`src/design/ucd_regs.svh`:
```
// Purpose: register offsets, field positions, reset values and timing counts
// Assumes: word-aligned registers, index times four is the byte address
// Notes: definitions only
`ifndef UCD_REGS_SVH
`define UCD_REGS_SVH

// ======================================================================
// register indices
`define UCD_IDX_STATUS 4'h4
`define UCD_IDX_CTRL3 4'h6
`define UCD_IDX_DATA 4'h7

// ======================================================================
// control three fields
`define UCD_C3_PARITY_IE 0
`define UCD_C3_FRAMING_IE 1
`define UCD_C3_NOISE_IE 2
`define UCD_C3_OVERRUN_IE 3
`define UCD_C3_TX_INVERT 4
`define UCD_C3_PIN_DIR 5
`define UCD_C3_WR_MASK 8'h3f
`define UCD_C3_RESET 8'h00

// ======================================================================
// status fields, error flags share the enable layout
`define UCD_ST_PARITY 0
`define UCD_ST_FRAMING 1
`define UCD_ST_NOISE 2
`define UCD_ST_OVERRUN 3
`define UCD_ST_RX_FULL 5
`define UCD_ST_TX_EMPTY 7
`define UCD_ERR_RESET 4'h0

// ======================================================================
// timing
`define UCD_CLK_HZ 10000000
`define UCD_BAUD_HZ 9600
`define UCD_BAUD_DIV (`UCD_CLK_HZ / `UCD_BAUD_HZ)
`define UCD_FRAME_BITS 4'ha

`endif

```
`src/design/ucd_pkg.sv`:
```
// Purpose: shared types and helpers of the uart control/data block
// Assumes: constants come from ucd_regs.svh
// Notes: nothing here is imported, users write ucd_pkg::name
package ucd_pkg;

    typedef enum logic {TX_IDLE, TX_SHIFT} ucd_tx_state_e;

    typedef struct packed {
        logic load;
        logic [7:0] data;
        logic noise;
        logic framing;
        logic parity;
    } ucd_rx_evt_s;

    typedef struct packed {
        logic loop_mode_select;
        logic receiver_source_select;
    } ucd_mode_s;

    typedef struct packed {
        logic [10:0] cnt;
        logic en;
    } ucd_div_state_s;

    typedef struct packed {
        ucd_tx_state_e st;
        logic [9:0] shreg;
        logic [3:0] cnt;
        logic line;
    } ucd_shift_state_s;

    typedef struct packed {
        logic ack;
        logic [7:0] dat;
        logic [7:0] ctrl3;
        logic [7:0] rxbuf;
        logic [7:0] txbuf;
        logic transmit_buffer_empty_flag;
        logic receive_buffer_full_flag;
        logic [3:0] err;
        logic rx_arm;
        logic tx_arm;
        logic txd;
        logic txd_oe_n;
        logic irq;
    } ucd_top_state_s;

    function automatic logic ucd_hit(input logic [5:0] adr, input logic [3:0] idx);
        return adr[5:2] == idx;
    endfunction : ucd_hit

    // clear first, then set, so a same-cycle event is never lost
    function automatic logic [3:0] ucd_set_clr(input logic [3:0] cur, input logic [3:0] set,
                                               input logic [3:0] clr);
        return (cur & ~clr) | set;
    endfunction : ucd_set_clr

endpackage : ucd_pkg

```
`src/design/ucd_baud_div.sv`:
```
// Purpose: one-cycle baud enable pulse from the bus clock
// Assumes: fixed divisor from the register header
// Notes: pulse comes straight from a flip-flop
`timescale 1ns/1ns
`include "ucd_regs.svh"
module ucd_baud_div (
    input wire logic clk_i, // bus clock
    input wire logic rst_i, // synchronous reset, high
    output logic baud_en_o // one pulse per bit time
);
    ucd_pkg::ucd_div_state_s q, d;

    always_comb
    begin
        d = q;
        d.en = 1'b0;
        if (q.cnt == 11'(`UCD_BAUD_DIV - 1))
        begin
            d.cnt = 11'h000;
            d.en = 1'b1;
        end
        else
        begin
            d.cnt = q.cnt + 11'h001;
        end
    end

    always_ff @(posedge clk_i)
    begin
        if (rst_i)
        begin
            q <= '0;
        end
        else
        begin
            q <= d;
        end
    end

    assign baud_en_o = q.en;
endmodule : ucd_baud_div

```
`src/design/ucd_top.sv`:
```
// Purpose: uart control three and data registers with wishbone access
// Assumes: receiver logic outside delivers characters and error events
// Notes: error flags are sticky, the control three enables are their mask
//
// Decided for this implementation: the Wishbone register port.
`timescale 1ns/1ns
`include "ucd_regs.svh"
module ucd_top (
    input wire logic clk_i, // bus clock, 10 MHz
    input wire logic rst_i, // synchronous reset, high
    input wire logic wb_cyc_i, // wishbone cycle
    input wire logic wb_stb_i, // wishbone strobe
    input wire logic wb_we_i, // wishbone write
    input wire logic [5:0] wb_adr_i, // byte address
    input wire logic [3:0] wb_sel_i, // byte lanes
    input wire logic [31:0] wb_dat_i, // write data
    output logic [31:0] wb_dat_o, // read data
    output logic wb_ack_o, // wishbone acknowledge
    input wire ucd_pkg::ucd_rx_evt_s rx_evt_i, // received character and errors
    input wire ucd_pkg::ucd_mode_s mode_i, // loop and source selects
    output logic txd_o, // serial transmit level
    output logic txd_oe_n_o, // low while the pin is driven
    output logic irq_o // level interrupt request
);
    ucd_pkg::ucd_top_state_s q, d;

    logic baud_en;
    logic shift_busy;
    logic shift_line;
    logic take;
    logic acc;
    logic rd_status;
    logic rd_data;
    logic wr_data;
    logic wr_status;
    logic wr_ctrl3;
    logic rx_clear;
    logic single_wire;
    logic [3:0] err_set;
    logic [3:0] err_clr;

    // ======================================================================
    // baud enable and transmit shifter
    ucd_baud_div u_div (
        .clk_i(clk_i),
        .rst_i(rst_i),
        .baud_en_o(baud_en)
    );

    ucd_tx_shift u_shift (
        .clk_i(clk_i),
        .rst_i(rst_i),
        .baud_en_i(baud_en),
        .load_i(take),
        .data_i(q.txbuf),
        .busy_o(shift_busy),
        .line_o(shift_line)
    );

    // ======================================================================
    // bus decode, one access taken per request, ack one cycle later
    assign acc = wb_cyc_i && wb_stb_i && !q.ack;
    assign rd_status = acc && !wb_we_i && ucd_pkg::ucd_hit(wb_adr_i, `UCD_IDX_STATUS);
    assign rd_data = acc && !wb_we_i && ucd_pkg::ucd_hit(wb_adr_i, `UCD_IDX_DATA);
    assign wr_status = acc && wb_we_i && wb_sel_i[0] &&
                       ucd_pkg::ucd_hit(wb_adr_i, `UCD_IDX_STATUS);
    assign wr_data = acc && wb_we_i && wb_sel_i[0] && ucd_pkg::ucd_hit(wb_adr_i, `UCD_IDX_DATA);
    assign wr_ctrl3 = acc && wb_we_i && wb_sel_i[0] && ucd_pkg::ucd_hit(wb_adr_i, `UCD_IDX_CTRL3);

    // second step of the receive clearing sequence
    assign rx_clear = rd_data && q.rx_arm;
    // the shifter only moves on a baud pulse so frames start on bit edges
    assign take = baud_en && !shift_busy && !q.transmit_buffer_empty_flag;
    assign single_wire = mode_i.loop_mode_select && mode_i.receiver_source_select;

    assign err_set = rx_evt_i.load ?
                     {q.receive_buffer_full_flag && !rx_clear, rx_evt_i.noise, rx_evt_i.framing, rx_evt_i.parity} :
                     4'h0;
    assign err_clr = (wr_status ? wb_dat_i[3:0] : 4'h0) | (rx_clear ? 4'hf : 4'h0);

    // ======================================================================
    // next state
    always_comb
    begin
        d = q;
        d.ack = acc;
        if (acc)
        begin
            d.dat = 8'h00;
            if (!wb_we_i)
            begin
                if (ucd_pkg::ucd_hit(wb_adr_i, `UCD_IDX_DATA))
                begin
                    d.dat = q.rxbuf;
                end
                else if (ucd_pkg::ucd_hit(wb_adr_i, `UCD_IDX_CTRL3))
                begin
                    d.dat = q.ctrl3;
                end
                else if (ucd_pkg::ucd_hit(wb_adr_i, `UCD_IDX_STATUS))
                begin
                    d.dat[`UCD_ST_TX_EMPTY] = q.transmit_buffer_empty_flag;
                    d.dat[`UCD_ST_RX_FULL] = q.receive_buffer_full_flag;
                    d.dat[3:0] = q.err;
                end
            end
        end

        if (wr_ctrl3)
        begin
            d.ctrl3 = wb_dat_i[7:0] & `UCD_C3_WR_MASK;
        end

        // status read arms the clearing sequences
        if (rd_status && q.receive_buffer_full_flag)
        begin
            d.rx_arm = 1'b1;
        end
        if (rd_status && q.transmit_buffer_empty_flag)
        begin
            d.tx_arm = 1'b1;
        end

        // transmit buffer, receive contents untouched
        if (wr_data)
        begin
            d.txbuf = wb_dat_i[7:0];
            if (q.tx_arm && q.transmit_buffer_empty_flag)
            begin
                d.transmit_buffer_empty_flag = 1'b0;
                d.tx_arm = 1'b0;
            end
        end
        if (take)
        begin
            d.transmit_buffer_empty_flag = 1'b1;
        end

        // receive side, a new character beats a same-cycle clear
        if (rx_clear)
        begin
            d.receive_buffer_full_flag = 1'b0;
            d.rx_arm = 1'b0;
        end
        if (rx_evt_i.load && (!q.receive_buffer_full_flag || rx_clear))
        begin
            d.rxbuf = rx_evt_i.data;
            d.receive_buffer_full_flag = 1'b1;
        end
        d.err = ucd_pkg::ucd_set_clr(q.err, err_set, err_clr);

        // pin level and direction
        d.txd = shift_line ^ q.ctrl3[`UCD_C3_TX_INVERT];
        d.txd_oe_n = single_wire ? !q.ctrl3[`UCD_C3_PIN_DIR] : 1'b0;

        d.irq = (q.err[`UCD_ST_OVERRUN] && q.ctrl3[`UCD_C3_OVERRUN_IE]) ||
                (q.err[`UCD_ST_NOISE] && q.ctrl3[`UCD_C3_NOISE_IE]) ||
                (q.err[`UCD_ST_FRAMING] && q.ctrl3[`UCD_C3_FRAMING_IE]) ||
                (q.err[`UCD_ST_PARITY] && q.ctrl3[`UCD_C3_PARITY_IE]);
    end

    // ======================================================================
    // state register
    always_ff @(posedge clk_i)
    begin
        if (rst_i)
        begin
            q <= '0;
            q.ctrl3 <= `UCD_C3_RESET;
            q.err <= `UCD_ERR_RESET;
            q.transmit_buffer_empty_flag <= 1'b1;
            q.txd <= 1'b1;
        end
        else
        begin
            q <= d;
        end
    end

    assign wb_dat_o = {24'h000000, q.dat};
    assign wb_ack_o = q.ack;
    assign txd_o = q.txd;
    assign txd_oe_n_o = q.txd_oe_n;
    assign irq_o = q.irq;

    // ======================================================================
    // assertions
    // every output is registered, so each consequent looks one cycle on (idle_invert_a does it through [*2] and |->)
    single_wire_dir_a: assert property (@(posedge clk_i) disable iff (rst_i)
        single_wire |=> txd_oe_n_o == !$past(q.ctrl3[`UCD_C3_PIN_DIR]))
        else $error("pin direction wrong in single-wire mode");

    normal_pin_drive_a: assert property (@(posedge clk_i) disable iff (rst_i)
        !single_wire |=> !txd_oe_n_o)
        else $error("pin released outside single-wire mode");

    tx_invert_level_a: assert property (@(posedge clk_i) disable iff (rst_i)
        1'b1 |=> txd_o == ($past(shift_line) ^ $past(q.ctrl3[`UCD_C3_TX_INVERT])))
        else $error("transmit polarity wrong");

    idle_invert_a: assert property (@(posedge clk_i) disable iff (rst_i)
        (!shift_busy && q.ctrl3[`UCD_C3_TX_INVERT])[*2] |-> !txd_o)
        else $error("idle level not inverted");

    overrun_irq_a: assert property (@(posedge clk_i) disable iff (rst_i)
        q.err[`UCD_ST_OVERRUN] && q.ctrl3[`UCD_C3_OVERRUN_IE] |=> irq_o)
        else $error("overrun request missing");

    noise_irq_a: assert property (@(posedge clk_i) disable iff (rst_i)
        q.err[`UCD_ST_NOISE] && q.ctrl3[`UCD_C3_NOISE_IE] |=> irq_o)
        else $error("noise request missing");

    framing_irq_a: assert property (@(posedge clk_i) disable iff (rst_i)
        q.err[`UCD_ST_FRAMING] && q.ctrl3[`UCD_C3_FRAMING_IE] |=> irq_o)
        else $error("framing request missing");

    parity_irq_a: assert property (@(posedge clk_i) disable iff (rst_i)
        q.err[`UCD_ST_PARITY] && q.ctrl3[`UCD_C3_PARITY_IE] |=> irq_o)
        else $error("parity request missing");

    no_spurious_irq_a: assert property (@(posedge clk_i) disable iff (rst_i)
        (q.err & q.ctrl3[3:0]) == 4'h0 |=> !irq_o)
        else $error("interrupt without enabled flag");

    data_write_a: assert property (@(posedge clk_i) disable iff (rst_i)
        wr_data && !rx_evt_i.load |=>
        q.txbuf == $past(wb_dat_i[7:0]) && q.rxbuf == $past(q.rxbuf))
        else $error("data write disturbed receive buffer");

    data_read_a: assert property (@(posedge clk_i) disable iff (rst_i)
        rd_data |=> wb_ack_o && wb_dat_o[7:0] == $past(q.rxbuf) ##1 !wb_ack_o)
        else $error("data read returned wrong value");

    rx_clear_seq_a: assert property (@(posedge clk_i) disable iff (rst_i)
        rd_data && q.rx_arm && !rx_evt_i.load |=> !q.receive_buffer_full_flag && !q.rx_arm)
        else $error("receive full not cleared by sequence");

    tx_take_a: assert property (@(posedge clk_i) disable iff (rst_i)
        take |=> q.transmit_buffer_empty_flag && shift_busy)
        else $error("shifter did not take waiting data");

    tx_clear_seq_a: assert property (@(posedge clk_i) disable iff (rst_i)
        wr_data && q.tx_arm && q.transmit_buffer_empty_flag |=> !q.transmit_buffer_empty_flag)
        else $error("transmit empty not cleared by sequence");

    ctrl3_mask_a: assert property (@(posedge clk_i) disable iff (rst_i)
        wr_ctrl3 |=> q.ctrl3 == ($past(wb_dat_i[7:0]) & `UCD_C3_WR_MASK))
        else $error("control three write not masked");

    data_read_tx_a: assert property (@(posedge clk_i) disable iff (rst_i)
        rd_data |=> q.txbuf == $past(q.txbuf))
        else $error("data read disturbed transmit buffer");

    ack_pulse_a: assert property (@(posedge clk_i) disable iff (rst_i)
        wb_ack_o |=> !wb_ack_o)
        else $error("acknowledge longer than one cycle");

    rx_load_a: assert property (@(posedge clk_i) disable iff (rst_i)
        rx_evt_i.load && !q.receive_buffer_full_flag |=> q.receive_buffer_full_flag && q.rxbuf == $past(rx_evt_i.data))
        else $error("received character not buffered");

    overrun_set_a: assert property (@(posedge clk_i) disable iff (rst_i)
        rx_evt_i.load && q.receive_buffer_full_flag && !rx_clear |=>
        q.err[`UCD_ST_OVERRUN] && q.rxbuf == $past(q.rxbuf))
        else $error("overrun not flagged or buffer overwritten");

    tx_hold_a: assert property (@(posedge clk_i) disable iff (rst_i)
        !q.transmit_buffer_empty_flag && shift_busy |=> !q.transmit_buffer_empty_flag)
        else $error("waiting character lost while shifter busy");

    unarmed_write_a: assert property (@(posedge clk_i) disable iff (rst_i)
        wr_data && !q.tx_arm && !take |=> q.transmit_buffer_empty_flag == $past(q.transmit_buffer_empty_flag))
        else $error("unarmed data write changed transmit empty");

    rx_clear_err_a: assert property (@(posedge clk_i) disable iff (rst_i)
        rx_clear && !rx_evt_i.load |=> q.err == 4'h0)
        else $error("error flags kept after clearing sequence");

    err_sticky_a: assert property (@(posedge clk_i) disable iff (rst_i)
        !rx_evt_i.load && !rx_clear && !wr_status |=> q.err == $past(q.err))
        else $error("error flag changed without cause");

    w1c_clear_a: assert property (@(posedge clk_i) disable iff (rst_i)
        wr_status && !rx_evt_i.load |=> (q.err & $past(wb_dat_i[3:0])) == 4'h0)
        else $error("written one did not clear error flag");

    overrun_cov: cover property (@(posedge clk_i) disable iff (rst_i)
        rx_evt_i.load && q.receive_buffer_full_flag && !rx_clear ##1 q.err[`UCD_ST_OVERRUN]);
    irq_cov: cover property (@(posedge clk_i) disable iff (rst_i) $rose(irq_o));
    take_cov: cover property (@(posedge clk_i) disable iff (rst_i) take);
    single_wire_in_cov: cover property (@(posedge clk_i) disable iff (rst_i) txd_oe_n_o);
    rx_clear_cov: cover property (@(posedge clk_i) disable iff (rst_i) rx_clear);
endmodule : ucd_top

```
`src/design/ucd_tx_shift.sv`:
```
// Purpose: transmit shifter, start bit, eight data bits lsb first, stop bit
// Assumes: load_i only pulses together with baud_en_i while busy_o is low
// Notes: line_o idles high, polarity is applied by the caller
`timescale 1ns/1ns
`include "ucd_regs.svh"
module ucd_tx_shift (
    input wire logic clk_i, // bus clock
    input wire logic rst_i, // synchronous reset, high
    input wire logic baud_en_i, // bit time pulse
    input wire logic load_i, // take data_i into the shifter
    input wire logic [7:0] data_i, // character to send
    output logic busy_o, // frame in progress
    output logic line_o // uninverted serial level
);
    ucd_pkg::ucd_shift_state_s q, d;

    always_comb
    begin
        d = q;
        unique case (q.st)
            ucd_pkg::TX_IDLE:
            begin
                d.line = 1'b1;
                if (load_i)
                begin
                    d.shreg = {1'b1, data_i, 1'b0};
                    d.cnt = `UCD_FRAME_BITS;
                    d.st = ucd_pkg::TX_SHIFT;
                end
            end
            ucd_pkg::TX_SHIFT:
            begin
                if (baud_en_i)
                begin
                    if (q.cnt == 4'h0)
                    begin
                        // the stop bit has now stood a full bit time
                        d.st = ucd_pkg::TX_IDLE;
                    end
                    else
                    begin
                        d.line = q.shreg[0];
                        d.shreg = {1'b1, q.shreg[9:1]};
                        d.cnt = q.cnt - 4'h1;
                    end
                end
            end
        endcase
    end

    always_ff @(posedge clk_i)
    begin
        if (rst_i)
        begin
            q <= '{st: ucd_pkg::TX_IDLE, shreg: 10'h3ff, cnt: 4'h0, line: 1'b1};
        end
        else
        begin
            q <= d;
        end
    end

    assign busy_o = (q.st == ucd_pkg::TX_SHIFT);
    assign line_o = q.line;
endmodule : ucd_tx_shift

```
`config.mk`:
```
export PLATFORM = sky130hd
export DESIGN_NAME = ucd_top
export DESIGN_NICKNAME = d
export VERILOG_FILES = /design/src/design/ucd_pkg.sv /design/src/design/ucd_baud_div.sv /design/src/design/ucd_top.sv /design/src/design/ucd_tx_shift.sv
export VERILOG_INCLUDE_DIRS = /design/src /design/src/design
export SDC_FILE = /design/constraint.sdc
export NUM_CORES = 1
export LEC_CHECK = 0
export ABC_AREA = 1
export BUFFER_PORTS_ARGS = -buffer_cell sky130_fd_sc_hd__buf_2
export CAP_MARGIN = 20
export CORE_UTILIZATION = 54
export CTS_BUF_LIST = sky130_fd_sc_hd__clkbuf_4 sky130_fd_sc_hd__clkbuf_8
export DETAILED_ROUTE_END_ITERATION = 10
export PLACE_DENSITY = 0.83
export SETUP_SLACK_MARGIN = 0.02
export SYNTH_ARGS = -nofsm -noshare
export SYNTH_HDL_FRONTEND = slang
export SYNTH_SLANG_ARGS = --single-unit
```
`constraint.sdc`:
```
create_clock -name clk_i -period 1.9 [get_ports clk_i]
set_clock_uncertainty 0.1 [all_clocks]
set_input_delay 0.285 -clock clk_i [delete_from_list [all_inputs] [get_ports clk_i]]
set_output_delay 0.285 -clock clk_i [all_outputs]
set_load 0.01 [all_outputs]
```
# Yosys cells after proc, flatten, opt, wreduce, memory -nomap -nowiden
# Index checks and enable logic that the tools add are counted.
[op_classes]
add_sub_neg = 2
eq_ne = 7
mux = 23
bitwise = 7
n_reduce_logical = 43
[op_table]
columns = ["operator", "count"]
rows = [
  ["$pmux W16 S2", 1],
  ["$mux W15", 2],
  ["$logic_and A1 B1 Y1", 23],
  ["$mux W4", 5],
  ["$mux W16", 1],
  ["$mux W8", 2],
  ["$eq A4 B3 Y1 const B", 3],
  ["$mux W1", 12],
  ["$add A11 B1 Y11 const B", 1],
  ["$eq A11 B11 Y1 const B", 1],
  ["$or A4 B4 Y4", 2],
  ["$reduce_or A2 Y1", 4],
  ["$logic_not A1 Y1", 7],
  ["$ne A2 B2 Y1 const B", 3],
  ["$and A4 B4 Y4", 1],
  ["$logic_not A4 Y1", 1],
  ["$logic_or A1 B1 Y1", 4],
  ["$not A4 Y4", 1],
  ["$reduce_and A2 Y1", 2],
  ["$sub A4 B1 Y4 const B", 1],
  ["$reduce_and A3 Y1", 1],
  ["$not A1 Y1", 2],
  ["$reduce_bool A2 Y1", 1],
  ["$xor A1 B1 Y1", 1],
]
[totals]
reg_bits = 70
inputBits = 61
wordCells = 101

# Depth between registers and ports, before layout
# Gate-level depths: netlist of run 1.
[depth]
word_depth = 10
depth_mapped = 10
ltp_nobuf = 10

# By module
# A second synthesis of run 1 with hierarchy kept.
[hier_totals]
hier_cells = 462
hier_area_um2 = 3502.1
[modules_own_cells]
columns = ["module", "n_inst", "cells_each", "area_each_um2", "seq_area_each_um2"]
rows = [
  ["ucd_top", 1, 279, 2095.8, 840.8],
  ["ucd_tx_shift", 1, 100, 804.5, 320.3],
  ["ucd_baud_div", 1, 83, 601.8, 240.2],
]

# Worst setup path after synthesis of run 1
# No wires, ideal clock.
[synth_timing]
path_kind = "flip-flop to flip-flop"
start = "register u_shift.q[1] in the netlist's numbering"
end = "register u_shift.q[1] in the netlist's numbering"
setup_ns = 0.116
arrival_ns = 1.284
path_slack_ns = 0.400
stages_incl_launch_ff = 10
path_buffers = 1
synth_period_minus_slack_ns = 1.500
cell_sequence = "dfxtp_1 > inv_1 > ha_1 > nand3_1 > nand2_1 > nor2_1 > nor2_1 > buf_2 > a21oi_1 > nor2_1"
[synth_via]
elab_chain_len = 4
elab_cells_between_ends = 7
classes_between = "add/sub: 1; eq/ne: 1; mux: 3; reduce/logical: 2"
[synth_lines]
columns = ["element", "line_no", "source"]
rows = [
  ["from (decl)", "ucd_tx_shift.sv:15", "ucd_pkg::ucd_shift_state_s q, d;"],
  ["from (signal assigned)", "ucd_tx_shift.sv:55", "q <= '{st: ucd_pkg::TX_IDLE, shreg: 10'h3ff, cnt: 4'h0, line: 1'b1};"],
  ["$sub A4 B1 Y4", "ucd_tx_shift.sv:44", "d.cnt = q.cnt - 4'h1;"],
  ["$mux W15", "ucd_tx_shift.sv:35", "if (q.cnt == 4'h0)"],
  ["$mux W16", "ucd_tx_shift.sv:33", "if (baud_en_i)"],
  ["$pmux W16 S2", "ucd_tx_shift.sv:20", "unique case (q.st)"],
]
# Parallel ways exist; a longest one is shown, timed or not. The select of a mux whose other input is x is not followed.
# A chain may end at the register's enable or synchronous reset.

# Final worst setup path of run 1
# Same ends and word-level chain as after synthesis.

==> impl_metrics.yaml, run 1 <==
setup_path:
  r2r-start: "u_shift.q[1]"
  path_delay_family: "simple AND/OR/NAND/NOR gates"
  cp_common_cell: "inv_1"
  cp.arrival_ps: 1840
  cp-startpoint: "u_shift.q[1]"
  crit_path_end_kind: "flop"
  path_buf_inv: 2
  required_ps: 2080
  slowest_delay_ps: 330
  slowest_stage: "dfxtp_1"
  worstSetupPathType: "reg -> reg"
  path_max_fanout: 11
  crit_chain: "inv_1 > ha_1 > nand3_1 > nand2_1 > nor2_2 > inv_1 > nand2_2 > o21ai_0 > nor2_1"
  startpoint_type: "flop"
detailed_routing:
  antenna_left: 0
  detail_route.vias_per_cell: 5.228
  drc: 0
  wl_per_cell_um: 12.39
  wirelength_um: 7015
  drt_iter0_markers: 187
  vias: 2959
  drtPass1Iterations: 4
grt:
  grt_max_degree: 27
  grt_pass1_vias: 2704
  grt_first_pass_wirelength_um: 11430
  grt_usage_pct: 23.15
  overflow: 0
  antenna_found_initial: 0
logic_synthesis:
  synth_top_family_by_area: "simple AND/OR/NAND/NOR gates"
  syn_inst: 445
  synth_warnings: 0
  synth_fa_ha_area_share_pct: 1.494
  ys_seq_area_share_pct: 41.82
  synth_seq_cells: 70
  synthDistinctLibCells: 35
  async_flop_share_pct: 0
  synth_flop_cell: "dfxtp_1"
  synth_xor_area_share_pct: 2.091
  syn-cell-area_um2: 3351
  synth_compound_area_share_pct: 11.09
  synth-simple-area-share_pct: 27.56
  syn_avg_cell_area_um2: 7.530
  synthMuxAreaShare_pct: 0
  synth_edf_count: 0
sta:
  tns_ps: 0
  slew_headroom_pct: 64.99
  worstMarginPinSlew_ps: 522.0
  min_period_ps: 1659
  max_freq_mhz: 602.8
  rsz0062_at_grt: "false"
  setup_viol: 0
  setup_slack_ps: 241.0
  drv_slew: 0
  hold_viol: 0
  finalCritPeriodShare_pct: 87.31
power_and_ir_drop:
  leakagePower_nw: 1.634
  power_mw: 2.934
  power-per-cell-area_nw_per_um2: 797.6
  peakVddDrop_mv: 0.4137
clock_network:
  cts_sinks: 70
  cts_inserted_buffers: 9
  cts_tree: "done"
  insertion_delay_ps: 350
  post_cts_buffers: 0
  cts_buffer_depth: 2
  h-tree-depth: 3
  cts_root_buffer: "clkbuf_8"
  clk_pin_slew_ps: 70
floorplan:
  dieArea_um2: 6524
  initial_core_util_pct: 56.26
  core_area_um2: 5956
  dieHeight_um: 80.77
  die_w_um: 80.77
  std_cell_rows: 28
  io_pins: 97
layout:
  layout-drive-gt1-share_pct: 17.72
  n_antenna_cell: 0
  fin_nets: 551
  area_growth_pct: 9.783
hold_path:
  min_path_type: "in -> reg"
  hp-start: "mode_i[0]"
status:
  status: "finished clean"
job:
  drv_cap: 0
placement:
  place_ws_ps: 75.60
  io_buffer_count: 43
  dp_hpwl_um: 4875
  place_congestion: 0.8114
==> sequential cells by signal (all words and copies together), names as in the netlist <==
| name | flops |
|---|---|
| wb_dat_o | 8 |
| u_shift.line_o | 1 |
| wb_ack_o | 1 |
| q | 30 |
| u_div.q | 11 |
| txd_oe_n_o | 1 |
| u_shift.q | 14 |
| irq_o | 1 |
| txd_o | 1 |
| u_shift.busy_o | 1 |
| u_div.baud_en_o | 1 |
==> final cells by class <==
cell class,count,area [um^2]
clock buffers,10,137.6
clock inverters,6,61.31
fillers,510,2277
inverters,47,176.4
multi-input cells,304,1510
flip-flops and latches,70,1401
well taps,75,93.84
repair buffers,54,297.8
==> logic make-up after synthesis <==
| kind of cell | Yosys count |
|---|---|
| compound gates | 73 |
| xor+xnor | 8 |
| fa+ha+maj | 4 |
| buf+inv | 94 |
| flops | 70 |
| other cells | 1 |
| simple gates | 195 |
==> tightest hold or removal path, stage by stage <==
cell	delay [ps]
buf_2	90
nand2_1	40
nor3_1	30
==> timing repair <==
item / 4_1_cts / 5_1_grt
resized for setup: 0 / 2
endpoints found under the setup margin: 0 / 11
hold buffers: 0 / 0
==> path summary, 6_finish.rpt <==
| kind | cells after the start | slack [ps] | endpoint |
|---|---|---|---|
| setup / recovery | 9 | 240 | u_shift.q[1] |
| hold / removal | 3 | 50 | txd_oe_n_o |
| setup reg to reg | 9 | 240 | u_shift.q[1] |
| hold reg to reg | 2 | 350 | q[3] |
==> per-layer routing <==
layer  share of wire (%)  global-route usage, %
met1                  42                  25.65
met2                  50                  39.92
met3                 5.4                  7.528
met4                 2.7                  11.25
met5                   0                      0
==> report_power, final <==
part,switching (mW),leakage [nW],internal (mW)
sequential,0.0223,0.568,1.50
combinational,0.146,0.964,0.0761
clock,0.557,0.102,0.637
total,0.725,1.63,2.21
==> stage by stage <==
step	hold WS [ps]	std cells	cell area (um^2)	util, %
after global routing	58.74	566	3679	61.76
final	53.41	566	3679	61.76
after global placement	320.4	550	3475	58.34
after CTS	47.85	566	3674	61.68
after detailed placement	335.7	550	3475	58.34
after floorplan	303.3	468	3437	-
==> cell usage after synthesis (3+ instances only) <==
cell type / instances / area share (%)
or2_2: 3 / 0.56
buf_4: 33 / 7.4
nor3_1: 7 / 1.0
dfxtp_1: 70 / 42
nand3_1: 61 / 9.1
ha_1: 4 / 1.5
xor2_1: 5 / 1.3
a21oi_1: 50 / 7.5
clkbuf_1: 6 / 0.67
nand2_1: 75 / 8.4
o21ai_0: 18 / 2.7
xnor2_1: 3 / 0.78
inv_1: 44 / 4.9
nor2_1: 33 / 3.7
nand4_1: 4 / 0.75
==> cells in the final DEF (no fill, tap or decap), types with 2 or more instances in the layout <==
cell type / instances
clkinv_2: 3
a31oi_1: 2
xnor2_1: 3
nand4_1: 4
nor3_4: 2
nor3_1: 7
ha_1: 4
clkinv_1: 2
a21oi_1: 50
clkbuf_8: 10
nand2_4: 2
buf_4: 11
o21ai_0: 18
nor2_4: 2
dfxtp_1: 70
or2_2: 3
conb_1: 24
xor2_1: 5
nand3_1: 61
nand2_1: 74
inv_1: 44
nor2_1: 32
nand2_2: 3
buf_2: 43
Note: power is estimated with default switching activity, not from simulation.
==> run 2, diff against run 1 <==
--- a/config.mk
+++ b/config.mk
@@ -13,7 +13,8 @@
 export CTS_BUF_LIST = sky130_fd_sc_hd__clkbuf_4 sky130_fd_sc_hd__clkbuf_8
 export DETAILED_ROUTE_END_ITERATION = 10
-export PLACE_DENSITY = 0.83
+export PLACE_DENSITY = 0.82
 export SETUP_SLACK_MARGIN = 0.02
 export SYNTH_ARGS = -nofsm -noshare
 export SYNTH_HDL_FRONTEND = slang
+export SYNTH_HIERARCHICAL = 1
 export SYNTH_SLANG_ARGS = --single-unit
--- a/constraint.sdc
+++ b/constraint.sdc
@@ -3,3 +3,3 @@
 set_input_delay 0.285 -clock clk_i [delete_from_list [all_inputs] [get_ports clk_i]]
 set_output_delay 0.285 -clock clk_i [all_outputs]
-set_load 0.01 [all_outputs]
+set_load 0.005 [all_outputs]
==> impl_metrics.yaml, run 2 <==
grt:
  overflow: 0
  grt_max_degree: 22
  grt_first_pass_wirelength_um: 11340
  grt_pass1_vias: 2606
  antenna_found_initial: 0
  grt_usage_pct: 22.27
layout:
  layout-drive-gt1-share_pct: 21.39
  regMostFlops: "q"
  fin_nets: 564
  largest_reg_flops: 30
  final_common_cell: "nand2_1"
  num-fill-cells: 549
  reg.largest.list: "q x30, u_shift/q x14, u_div/q x11"
  area_growth_pct: 9.539
  layout.cells.non_filler: 580
  n_antenna_cell: 0
  layout_common_cells: "nand2_1 (95), dfxtp_1 (70), nand3_1 (58), a21oi_1 (46), buf_2 (43)"
logic_synthesis:
  ys_top_cells_by_area: "dfxtp_1 (40%), nand2_1 (10%), nand3_1 (8.3%)"
  async_flop_share_pct: 0
  synth_warnings: 6
  syn_inst: 462
  post-synth-top-count-cell: "nand2_1"
  synthDistinctLibCells: 39
  synth_edf_count: 0
  netlist.top_cell.by_area: "dfxtp_1"
  synthTopCellsByCount: "nand2_1 (95), dfxtp_1 (70), nand3_1 (58)"
  syn_avg_cell_area_um2: 7.580
  ys_seq_area_share_pct: 40.01
  syn-cell-area_um2: 3502
  yosysTopAreaCellShare_pct: 40.01
  synth_flop_cell: "dfxtp_1"
  synth_seq_cells: 70
floorplan:
  std_cell_rows: 28
  dieHeight_um: 82.53
  initial_core_util_pct: 57.45
  die_w_um: 82.53
  io_pins: 97
  dieArea_um2: 6811
  core_area_um2: 6096
clock_network:
  insertion_delay_ps: 350
  cts_root_buffer: "clkbuf_8"
  cts_tree: "done"
  cts_sinks: 70
  h-tree-depth: 3
  hold_buffers: 0
  cts_inserted_buffers: 9
  cts_buffer_depth: 2
  clk_pin_slew_ps: 80
sta:
  finalCritPeriodShare_pct: 80.89
  max_freq_mhz: 650.6
  holdWs_ps: 52.51
  rsz0062_at_grt: "false"
  drv_slew: 0
  tns_ps: 0
  hold_viol: 0
  setup_viol: 0
  min_period_ps: 1537
setup_path:
  startpoint_type: "flop"
  timing.rr.end: "u_shift/q[6]"
  required_ps: 2040
  worstSetupPathType: "reg -> reg"
  slowest_stage: "dfxtp_1"
  cp_common_cell: "nand2_1"
  cp-startpoint: "u_div/baud_en_o"
  reg2reg_slack_ps: 360
  slowest_delay_ps: 420
  crit_chain: "nor3b_2 > nand2_1 > nand2_4 > inv_4 > nand2_1 > nand3_2"
  path_buf_inv: 1
  path_delay_family: "simple AND/OR/NAND/NOR gates"
  path_max_fanout: 12
  crit_path_end_kind: "flop"
  cp.arrival_ps: 1670
  r2r-start: "u_div/baud_en_o"
  ff2ff_path_depth: 6
detailed_routing:
  met1Wirelength_um: 3131
  drtPass1Iterations: 5
  drt_iter0_markers: 225
  route.met2.wl_um: 3470
  detail_route.vias_per_cell: 5.193
  vias: 3012
  drc: 0
  antenna_left: 0
  wl_per_cell_um: 12.33
  dr.max_layer_used: "met4"
  wl_met3_um: 398
  wirelength_um: 7153
power_and_ir_drop:
  power-per-cell-area_nw_per_um2: 842.9
  leakagePower_nw: 1.682
  peakVddDrop_mv: 0.7580
hold_path:
  hold_depth: 3
  hold_end: "txd_oe_n_o"
  min_path_type: "in -> reg"
  hp-start: "mode_i[0]"
placement:
  dp_hpwl_um: 4949
  io_buffer_count: 43
  place_congestion: 0.8209
  dp_cells: 564
job:
  drv_cap: 0
status:
  status: "finished clean"
## run 2: area by class of cell
type / count / area (um^2) / area share, %
clock inverters: 5 / 106.4 / 2.772
inverters: 45 / 171.4 / 4.468
multi-input cells: 323 / 1643 / 42.82
clock buffers: 11 / 145.1 / 3.783
flip-flops and latches: 70 / 1401 / 36.53
well taps: 75 / 93.84 / 2.446
repair buffers: 51 / 275.3 / 7.175
## run 2: stage by stage
step	setup slack [ps]	cell area, um^2	util (%)	power, mW
2_1_floorplan	448.5	3588	-	1.723
3_3_place_gp	287.9	3580	58.72	1.747
4_1_cts	234.1	3831	62.85	3.244
3_5_place_dp	244.5	3580	58.72	1.754
5_1_grt	195.2	3836	62.93	3.343
6_report	363.1	3836	62.93	3.233
## run 2: worst max path at each step
stage	endpoint	cells past startpoint
2_1_floorplan	u_shift/q[10]	7
3_3_place_gp	q[10]	8
3_5_place_dp	q[10]	8
4_1_cts	u_shift/q[6]	6
5_1_grt	u_shift/q[6]	6
6_report	u_shift/q[6]	6
## run 2: what timing repair did
item | 4_1_cts | 5_1_grt
buffers inserted | 0 | 0
gates resized for setup | 0 | 1
setup endpoints to repair | 0 | 5
## run 2: cell families after synthesis
logic type	Yosys count	share of synthesized area (%)
xor gates and xnor gates	5	1.251
other	1	0.1071
adders and majority gates	3	1.072
AOI/OAI and AO/OA	60	8.967
and+or+nand+nor	231	32.91
buffers and inverters	92	15.68
DFF	70	40.01
## run 2: power breakdown
part | switching (mW) | internal (mW) | leakage, nW
Combinational | 0.131 | 0.0748 | 0.991
Sequential | 0.0208 | 1.50 | 0.568
Clock | 0.586 | 0.925 | 0.123
Total | 0.738 | 2.50 | 1.68
## run 2: worst register-to-register path, stage by stage (launching register included)
cell     delay, ps
dfxtp_1        420
nor3b_2        280
nand2_1        180
nand2_4        190
inv_4          110
nand2_1         90
nand3_2         60
## run 2: routing by layer
metal / up-vias / track usage [%]
li1: 1516 / -
met1: 1376 / 26.59
met2: 107 / 37.36
met3: 13 / 4.505
met4: 0 / 12.24
met5: - / 0
==> run 3, diff against run 2 <==
- ABC_AREA: 1 -> 0
- CORE_UTILIZATION: 54 -> 53
- clock period: 1.9 -> 1.5 ns (I/O delays scaled with it)
==> impl_metrics.yaml, run 3 <==
status:
  status: "finished with violations"
  violations: "setup timing"
layout:
  seq_area_um2: 1416
  layout_common_cells: "dfxtp_1 (60), buf_2 (43), nor2_1 (39), buf_4 (36), mux2i_1 (26)"
  largest_reg_flops: 30
  num-fill-cells: 429
  layout-drive-gt1-share_pct: 34.91
  fin_nets: 483
  multi_input_area_um2: 1765
  reg.largest.list: "q x30, u_shift/q x14, u_div/q x11"
  area_growth_pct: 26.83
  final_common_cell: "dfxtp_1"
  post-route-util_pct: 70.21
  n_antenna_cell: 0
  final_area_um2: 4182
  regMostFlops: "q"
floorplan:
  std_cell_rows: 28
  core_area_um2: 5956
  io_pins: 97
  die_w_um: 80.87
  dieArea_um2: 6540
  initial_core_util_pct: 55.36
  dieHeight_um: 80.87
setup_path:
  path_max_fanout: 8
  crit_path_end_kind: "flop"
  startpoint_type: "flop"
  crit_chain: "inv_2 > ha_4 > or3b_4 > a21oi_4 > a221o_1"
  path_buf_inv: 1
  slowest_stage: "or3b_4"
  required_ps: 1690
  slowest_delay_ps: 420
  cp.arrival_ps: 1760
  r2r-start: "u_shift/q[1]"
  worstSetupPathType: "reg -> reg"
  cp-startpoint: "u_shift/q[1]"
  path_delay_family: "compound AO/OA/AOI/OAI gates"
sta:
  max_freq_mhz: 635.3
  finalCritPeriodShare_pct: 104.9
  min_period_ps: 1574
  drv_slew: 0
  tns_ps: -571.1
  hold_viol: 0
  setup_viol: 11
  setup_slack_ps: -74.17
  rsz0062_at_grt: "true"
power_and_ir_drop:
  power-per-cell-area_nw_per_um2: 920.8
  power_mw: 3.850
  leakagePower_nw: 1.700
  peakVddDrop_mv: 0.7271
detailed_routing:
  drt_iter0_markers: 153
  detail_route.vias_per_cell: 5.709
  vias: 2849
  antenna_left: 0
  wl_per_cell_um: 15.81
  wirelength_um: 7889
  drtPass1Iterations: 4
  drc: 0
logic_synthesis:
  synth_edf_count: 0
  synth_flop_cell: "dfxtp_1"
  syn_avg_cell_area_um2: 9.725
  async_flop_share_pct: 0
  synth_seq_cells: 70
  ys_top_cells_by_area: "dfxtp_1 (43%), mux2i_1 (8.2%), buf_4 (7.7%)"
  synthDistinctLibCells: 61
  ys_seq_area_share_pct: 42.50
  netlist.top_cell.by_area: "dfxtp_1"
  syn-cell-area_um2: 3297
  synth_warnings: 6
  syn_inst: 339
  synthTopCellsByCount: "dfxtp_1 (70), nor2_1 (41), buf_4 (34)"
  yosysTopAreaCellShare_pct: 42.50
  post-synth-top-count-cell: "dfxtp_1"
placement:
  dp_hpwl_um: 5162
  placed_area_um2: 3730
  place_ws_ps: -143.0
  place_congestion: 0.8153
  io_buffer_count: 43
clock_network:
  cts_sinks: 70
  cts_inserted_buffers: 9
  cts_tree: "done"
  h-tree-depth: 3
  insertion_delay_ps: 350
  cts_root_buffer: "clkbuf_8"
  cts_buffer_depth: 2
  clk_pin_slew_ps: 80
grt:
  overflow: 0
  grt_pass1_vias: 2624
  grt_first_pass_wirelength_um: 11990
  antenna_found_initial: 0
  grt_usage_pct: 24.48
  grt_max_degree: 27
hold_path:
  min_path_type: "in -> reg"
  hp-start: "rx_evt_i[4]"
job:
  drv_cap: 0
==> run 3: cell count changes after synthesis, moves of 6 or more <==
cell / before / now
nand2_1: 95 / 11
nand3_1: 58 / 13
inv_1: 41 / 7
a21oi_1: 46 / 13
mux2i_1: 0 / 27
nand3_2: 10 / 0
nor2_1: 32 / 41
a21o_1: 0 / 8
a221o_1: 0 / 8
a22oi_1: 0 / 7
or4_1: 0 / 6
==> run 3: cells by family after synthesis <==
group                    count (synthesis)  share of synthesized area, %
AND/OR/NAND/NOR                        106                         19.51
AO/OA/AOI/OAI                           70                         15.83
flip-flops                              70                         42.50
buffers and inverters                   56                         11.04
multiplexers                            28                         8.539
XOR/XNOR                                 5                         1.329
adder cells (fa/ha/maj)                  3                         1.139
other                                    1                        0.1137
==> run 3: power breakdown <==
group          total, mW  switching, mW  internal [mW]
clock               1.58          0.706          0.869
sequential          1.93         0.0334           1.89
combinational      0.348          0.181          0.167
==> run 3: path summary, 6_finish.rpt <==
| check | slack (ps) | cells past startpoint | endpoint |
|---|---|---|---|
| setup / recovery | -70 | 5 | u_shift/q[11] |
| hold / removal | 10 | 3 | q[20] |
| setup reg to reg | -70 | 5 | u_shift/q[11] |
| hold reg to reg | 350 | 1 | u_shift/q[14] |
==> run 3: worst min-delay path, cell delays in order <==
cell,delay (ps)
buf_2,70
mux2i_1,60
nor2_1,70
==> run 3: stage by stage <==
stage	std cells	hold WS [ps]
after floorplan	362	194.1
after global placement	472	329.8
after detailed placement	472	337.3
after CTS	497	6.316
after global routing	499	19.95
final	499	14.00
==> run 3: per-layer routing <==
| metal | routed length, um | track usage [%] | vias up |
|---|---|---|---|
| li1 | - | - | 1346 |
| met1 | 3343 | 29.33 | 1361 |
| met2 | 3893 | 40.76 | 126 |
| met3 | 501 | 7.191 | 16 |
| met4 | 150 | 10.18 | 0 |
| met5 | 0 | 0 | - |
==> run 3: cell type report <==
type,count,area share [%]
multi-input combinational,237,42.22
sequential,70,33.87
timing repair buffer,93,16.07
clock buffer,12,3.800
tap,75,2.244
clock inverter,4,1.077
inverter,8,0.7181
==> run 3: repair_timing <==
item / in CTS / in global routing
hold buffers: 5 / 0
buffers inserted: 3 / 2
hold endpoints to repair: 4 / 0
gates cloned: 1 / 0
setup endpoints to repair: 32 / 52
resized for setup: 12 / 24
pin swaps: 10 / 13
